--- src/core/crc_pkg.sv ---
package crc_pkg;
    // =====================================================
    // register addresses
    localparam logic [7:0]  CTRL_ADDR       = 8'h92;
    localparam logic [7:0]  DIN_ADDR        = 8'h93;

    // =====================================================
    // control register fields
    localparam int          SEL_BIT         = 4;
    localparam int          INIT_BIT        = 3;
    localparam int          VAL_BIT         = 2;
    localparam int          PNT_LSB         = 0;
    localparam logic [7:0]  CTRL_RESET      = 8'h00;
    localparam logic [7:0]  DIN_RESET       = 8'h00;

    // =====================================================
    // polynomials and seeds
    localparam logic [31:0] POLY32          = 32'h04c11db7;
    localparam logic [15:0] POLY16          = 16'h1021;
    localparam logic [31:0] SEED_ZERO       = 32'h00000000;
    localparam logic [31:0] SEED_ONES       = 32'hffffffff;
    localparam logic [31:0] RESULT_RESET    = 32'h00000000;
    localparam int          BITS_PER_BYTE   = 8;
endpackage

--- src/core/crc_fold_if.sv ---
`timescale 1ns/100ps
interface crc_fold_if;
    logic [31:0] acc;
    logic [7:0]  din;
    logic        narrow;
    logic [31:0] next;

    modport engine (
        input  acc,
        input  din,
        input  narrow,
        output next
    );
    modport user (
        output acc,
        output din,
        output narrow,
        input  next
    );
endinterface

--- src/core/crc_byte_fold.sv ---
`timescale 1ns/100ps
module crc_byte_fold
    import crc_pkg::*;
(
    crc_fold_if.engine fold
);
    // =====================================================
    // one byte folded per call, msb first
    function automatic logic [31:0] fold32(input logic [31:0] acc,
                                           input logic [7:0]  din);
        logic [31:0] r;
        r = acc ^ {din, 24'h000000};
        for (int i = 0; i < BITS_PER_BYTE; i++) begin
            if (r[31]) begin
                r = {r[30:0], 1'b0} ^ POLY32;
            end else begin
                r = {r[30:0], 1'b0};
            end
        end
        return r;
    endfunction

    function automatic logic [15:0] fold16(input logic [15:0] acc,
                                           input logic [7:0]  din);
        logic [15:0] r;
        r = acc ^ {din, 8'h00};
        for (int i = 0; i < BITS_PER_BYTE; i++) begin
            if (r[15]) begin
                r = {r[14:0], 1'b0} ^ POLY16;
            end else begin
                r = {r[14:0], 1'b0};
            end
        end
        return r;
    endfunction

    // upper half kept untouched in 16-bit mode
    assign fold.next = fold.narrow
                     ? {fold.acc[31:16], fold16(fold.acc[15:0], fold.din)}
                     : fold32(fold.acc, fold.din);
endmodule

--- src/core/crc_unit.sv ---
`timescale 1ns/100ps
module crc_unit
    import crc_pkg::*;
(
    input  wire logic       CLK,
    input  wire logic       RSTN,
    input  wire logic [7:0] SFR_ADDR,
    input  wire logic       SFR_WR,
    input  wire logic       SFR_RD,
    input  wire logic [7:0] SFR_WDATA,
    output logic      [7:0] SFR_RDATA,
    input  wire logic       RES_RD,
    input  wire logic       RES_WR,
    input  wire logic [7:0] RES_WDATA,
    output logic      [7:0] RES_RDATA
);
    // =====================================================
    // state
    logic        sel16_q;
    logic        val_q;
    logic [1:0]  pnt_q;
    logic [1:0]  pnt_d;
    logic [7:0]  din_q;
    logic [31:0] result_q;
    logic [31:0] result_d;
    logic [7:0]  sfr_rdata_d;
    logic [7:0]  res_rdata_d;

    // =====================================================
    // decoded strobes and derived words
    logic        ctrl_wr;
    logic        din_wr;
    logic        res_access;
    logic        init_hit;
    logic [1:0]  lane;
    logic [31:0] seed_word;
    logic [31:0] merged_word;

    crc_fold_if fold ();

    // =====================================================
    // helpers
    // a strobe aimed at one register address
    function automatic logic hits(input logic       strobe,
                                  input logic [7:0] addr,
                                  input logic [7:0] target);
        return strobe && (addr == target);
    endfunction

    // 16-bit mode folds the pointer onto the low two lanes
    function automatic logic [1:0] lane_of(input logic [1:0] p,
                                           input logic       narrow);
        return narrow ? {1'b0, p[0]} : p;
    endfunction

    function automatic logic [31:0] seed_of(input logic ones);
        return ones ? SEED_ONES : SEED_ZERO;
    endfunction

    // one lane of a result word
    function automatic logic [7:0] byte_of(input logic [31:0] word,
                                           input logic [1:0]  l);
        return word[l*BITS_PER_BYTE +: BITS_PER_BYTE];
    endfunction

    // result word with one lane replaced by a port write
    function automatic logic [31:0] put_byte(input logic [31:0] word,
                                             input logic [1:0]  l,
                                             input logic [7:0]  b);
        logic [31:0] w;
        w = word;
        w[l*BITS_PER_BYTE +: BITS_PER_BYTE] = b;
        return w;
    endfunction

    // init strobe has no storage, so it reads back as zero
    function automatic logic [7:0] ctrl_image(input logic       sel16,
                                              input logic       val,
                                              input logic [1:0] pnt);
        logic [7:0] img;
        img               = 8'h00;
        img[SEL_BIT]      = sel16;
        img[VAL_BIT]      = val;
        img[PNT_LSB +: 2] = pnt;
        return img;
    endfunction

    // =====================================================
    // decode
    assign ctrl_wr     = hits(SFR_WR, SFR_ADDR, CTRL_ADDR);
    assign din_wr      = hits(SFR_WR, SFR_ADDR, DIN_ADDR);
    assign res_access  = RES_RD || RES_WR;
    assign init_hit    = ctrl_wr && SFR_WDATA[INIT_BIT];
    assign lane        = lane_of(pnt_q, sel16_q);
    assign seed_word   = seed_of(SFR_WDATA[VAL_BIT]);
    assign merged_word = put_byte(result_q, lane, RES_WDATA);

    // the whole byte folds in one cycle, eight xor levels deep,
    // so software never has to poll a busy flag
    assign fold.acc    = result_q;
    assign fold.din    = SFR_WDATA;
    assign fold.narrow = sel16_q;

    crc_byte_fold crc_byte_fold_inst (
        .fold (fold)
    );

    // =====================================================
    // control register, one flop each for the select and seed-value fields
    // bits 7:5 have no flop, so writes to them are lost
    always_ff @(posedge CLK or negedge RSTN) begin
        if (!RSTN) begin
            sel16_q <= CTRL_RESET[SEL_BIT];
        end else if (ctrl_wr) begin
            sel16_q <= SFR_WDATA[SEL_BIT];
        end
    end

    always_ff @(posedge CLK or negedge RSTN) begin
        if (!RSTN) begin
            val_q <= CTRL_RESET[VAL_BIT];
        end else if (ctrl_wr) begin
            val_q <= SFR_WDATA[VAL_BIT];
        end
    end

    // =====================================================
    // result byte pointer
    // software write of the pointer beats a same-cycle increment
    always_comb begin
        pnt_d = pnt_q;
        if (ctrl_wr) begin
            pnt_d = SFR_WDATA[PNT_LSB +: 2];
        end else if (res_access) begin
            pnt_d = pnt_q + 2'h1;
        end
    end

    always_ff @(posedge CLK or negedge RSTN) begin
        if (!RSTN) begin
            pnt_q <= CTRL_RESET[PNT_LSB +: 2];
        end else begin
            pnt_q <= pnt_d;
        end
    end

    // =====================================================
    // data input register, kept only for read-back
    always_ff @(posedge CLK or negedge RSTN) begin
        if (!RSTN) begin
            din_q <= DIN_RESET;
        end else if (din_wr) begin
            din_q <= SFR_WDATA;
        end
    end

    // =====================================================
    // result register; init uses the seed select written with it
    // init beats a port write, which beats a fold
    // a fold lost to a same-cycle port write is not retried
    always_comb begin
        result_d = result_q;
        if (init_hit) begin
            result_d = seed_word;
        end else if (RES_WR) begin
            result_d = merged_word;
        end else if (din_wr) begin
            result_d = fold.next;
        end
    end

    always_ff @(posedge CLK or negedge RSTN) begin
        if (!RSTN) begin
            result_q <= RESULT_RESET;
        end else begin
            result_q <= result_d;
        end
    end

    // =====================================================
    // read data, registered one cycle after the strobe
    // unmapped addresses read as zero
    always_comb begin
        sfr_rdata_d = 8'h00;
        unique case (SFR_ADDR)
            CTRL_ADDR: sfr_rdata_d = ctrl_image(sel16_q, val_q,
                                                pnt_q);
            DIN_ADDR:  sfr_rdata_d = din_q;
            default:   sfr_rdata_d = 8'h00;
        endcase
    end

    always_ff @(posedge CLK or negedge RSTN) begin
        if (!RSTN) begin
            SFR_RDATA <= 8'h00;
        end else if (SFR_RD) begin
            SFR_RDATA <= sfr_rdata_d;
        end
    end

    // the port byte is sampled before any same-cycle write lands
    assign res_rdata_d = byte_of(result_q, lane);

    always_ff @(posedge CLK or negedge RSTN) begin
        if (!RSTN) begin
            RES_RDATA <= 8'h00;
        end else if (RES_RD) begin
            RES_RDATA <= res_rdata_d;
        end
    end
endmodule
--- config.mk ---
export PLATFORM = sky130hd
export DESIGN_NAME = crc_unit
export DESIGN_NICKNAME = d
export VERILOG_FILES = /design/src/core/crc_pkg.sv /design/src/core/crc_fold_if.sv /design/src/core/crc_byte_fold.sv /design/src/core/crc_unit.sv
export SDC_FILE = /design/constraint.sdc
export NUM_CORES = 1
export LEC_CHECK = 0
export ABC_AREA = 1
export BUFFER_PORTS_ARGS = -buffer_cell sky130_fd_sc_hd__buf_2
export CAP_MARGIN = 20
export CORE_ASPECT_RATIO = 0.9
export CORE_MARGIN = 3
export CORE_UTILIZATION = 65
export CTS_CLUSTER_SIZE = 28
export DETAILED_ROUTE_END_ITERATION = 8
export PLACE_DENSITY = 0.93
export SLEW_MARGIN = 10
export SYNTH_ARGS = -nofsm -noshare
export SYNTH_HDL_FRONTEND = slang
export SYNTH_SLANG_ARGS = --single-unit
export TNS_END_PERCENT = 20
--- constraint.sdc ---
create_clock -name CLK -period 5 [get_ports CLK]
set_clock_uncertainty 0.2 [all_clocks]
set_input_delay 1.25 -clock CLK [delete_from_list [all_inputs] [get_ports CLK]]
set_output_delay 1.25 -clock CLK [all_outputs]
set_load 0.01 [all_outputs]
==> metrics.md <==
| Metric | Value |
|---|---|
| TNS Setup | 0 ns |
| Status | finished, final reports clean |
| Hpwl dp | 12500 um |
| Final Hold Vio Count | 0 |
| Seq/Total Area, Yosys | 0.312 |
| Largest fanout on the critical path | 19 |
| Die X | 96.7 um |
| Top Ports | 46 |
| Most frequent cells in the layout | 202 x nand2_1, 85 x nor2_1, 60 x dfrtp_1 |
| Postcts setup bufs | 0 |
| Startpoint types | register |
| Relative slew slack | 0.400 |
| Core area | 7110 sq um |
| Initial core utilization | 0.677 |
| GPL Wtd Cong | 1.03 |
| Vias in the first global route | 4820 |
| Max cap viols | 0 |
| Crit share post-route | 0.687 |
| Post-CTS Hold Fix Bufs | 0 |
| Worst EP arrival | 3.46 ns |
| Resize count post-CTS | 0 |
| Total Power | 0.00353 W |
| Power Density | 668 nW/um^2 |
| Min Tclk post-route | 3.43 ns |
| Fin cells | 848 |
| Starting DRC count in detailed routing | 743 |
| Hold crit path type | reg -> reg |
| Syn Inst Count | 707 |
| CTS Buffer Depth | 2 |
| Avg WL per Cell | 19.7 um |
| CP required | 5.02 ns |
| Worst slew pin tran | 0.900 ns |
| CTS tree | built |
| Maximum vdd drop | 0.368 mV |
| Clk_lat worst skew | 0.35 ns |
| # rows | 29 |
| Share of layout cells above drive strength 1 | 0.153 |
| Area growth from synthesis to layout | 9.93% |
| GRT overflow | 0 |
| Largest net degree at the start of global routing | 61 |
| Placed cells | 831 |
| Top cells by area, synth | dfrtp_1 31%, nand2_1 16%, xor2_1 8.5%, nor2_1 6.6%, inv_1 4.4% |
| Synth cell types | 41 |
| Total CTS buffers | 9 |
| Port Buf Inserts | 45 |
| Total GRT Usage | 0.397 |
| # setup viols final | 0 |
| Antenna Nets Post-Route | 0 |
| Detailed-route via count | 5217 |
| CTS HTree Levels | 3 |
| Die footprint | 8480 sq um |
| Yosys top cell by area | dfrtp_1 |
| Final-report max-slew violation count | 0 |
| Final Net Count | 784 |
| Synth Warn # | 0 |
| RSZ-0062 raised after global routing | false |
| Synth Cell Area | 4810 sq um |
| Remaining DRCs | 0 |
| CTS Sinks | 60 |
| WL final | 16700 um |
| Global-route wire length before repair | 25600 um |
| Top-area cell type share of the netlist area | 0.312 |
| Critical Path End Type | register |
| Count of state elements after synthesis | 60 |
| Syn Area/Cell | 6.81 sq um |
| Commonest non-fill, non-tap cell in the layout | nand2_1 |
| Worst-path clk slew | 0.08 ns |
| LEAKAGE | 2.72 nW |
| F_max | 291 MHz |
| Mapped Nets | 742 |
| CTS Root Cell | clkbuf_8 |
| Setup CP Type | reg -> reg |
| Die Ht | 87.6 um |
| Drt via density | 6.15 |
| Drt pass-1 iters | 8 |
| Initial antenna violation count | 0 |
==> power by group <==
part	internal [W]	switching (W)	total (W)
Sequential	0.000656	0.000221	0.000876
Combinational	0.000712	0.00147	0.00219
Clock	0.000239	0.000233	0.000471
==> flip-flops by register name (all words and copies together) (netlist names) <==
register     cells
pnt_q            2
val_q            1
RES_RDATA        8
din_q            8
fold.narrow      1
SFR_RDATA        8
fold.acc        32
==> layout make-up <==
class,count,area (sq um)
Clock buffer,9,124
Tap cell,93,116
Inverter,70,275
Sequential cell,60,1500
Clock inverter,7,83.8
Timing Repair Buffer,48,248
Antenna cell,1,2.50
Fill cell,574,1820
Multi-Input combinational cell,560,2940
==> critical path: stages, from the launching register on <==
cell	delay [ns]
dfrtp_1	0.72
nor2_2	0.68
inv_2	0.29
ha_1	0.41
nand3_1	0.29
nor3_1	0.12
nor3_1	0.46
a21oi_1	0.13
==> path summary, 6_finish.rpt <==
path | end | start | cells after the start | slack [ns]
min in group asynchronous | fold.acc[15] | RSTN | 2 | 0.87
hold / removal | SFR_RDATA[6] | SFR_RDATA[6] | 2 | 0.29
hold reg to reg | SFR_RDATA[6] | SFR_RDATA[6] | 2 | 0.29
max in group asynchronous | RES_RDATA[2] | RSTN | 2 | 3.20
setup / recovery | fold.acc[11] | fold.narrow | 7 | 1.57
setup reg to reg | fold.acc[11] | fold.narrow | 7 | 1.57
==> synth_stat cells, drive strengths merged <==
cell type / n
clkbuf: 10
nor3: 20
o21ai: 45
xnor2: 12
o211ai: 5
nand3: 44
ha: 5
buf: 7
xor2: 49
or2: 3
a31oi: 13
nor2: 92
a32o: 1
clkinv: 3
o21bai: 1
a22oi: 2
nand2: 224
o22ai: 6
dfrtp: 60
inv: 67
a21oi: 35
nand4: 3
==> metrics by stage <==
step	area, sq um	hold WS (ns)	util	setup WS (ns)
after floorplan	4810	0.250	-	2.27
after global placement	5080	0.259	0.715	1.53
after detailed placement	5080	0.266	0.715	1.48
after CTS	5290	0.284	0.744	1.79
after global routing	5290	0.307	0.744	1.47
final	5290	0.290	0.744	1.57
==> metal layers <==
| layer | routed length [um] | track usage | vias to the layer above |
|---|---|---|---|
| li1 | - | - | 2348 |
| met1 | 6180 | 0.484 | 2396 |
| met2 | 7150 | 0.608 | 390 |
| met3 | 2530 | 0.166 | 83 |
| met4 | 854 | 0.205 | 0 |
| met5 | 0 | 0 | - |
==> kinds of logic (layout without fill, tap and decap cells) <==
| kind of cell | Yosys count | in the layout | share of synthesized area |
|---|---|---|---|
| DFF | 60 | 60 | 0.312 |
| other | 0 | 1 | 0 |
| and+or+nand+nor | 386 | 386 | 0.355 |
| AOI/OAI and AO/OA | 108 | 108 | 0.125 |
| xor gates and xnor gates | 61 | 61 | 0.118 |
| adders and majority gates | 5 | 5 | 0.0130 |
| buffers and inverters | 87 | 134 | 0.0772 |
No activity file was read; power rests on OpenSTA's default activity.
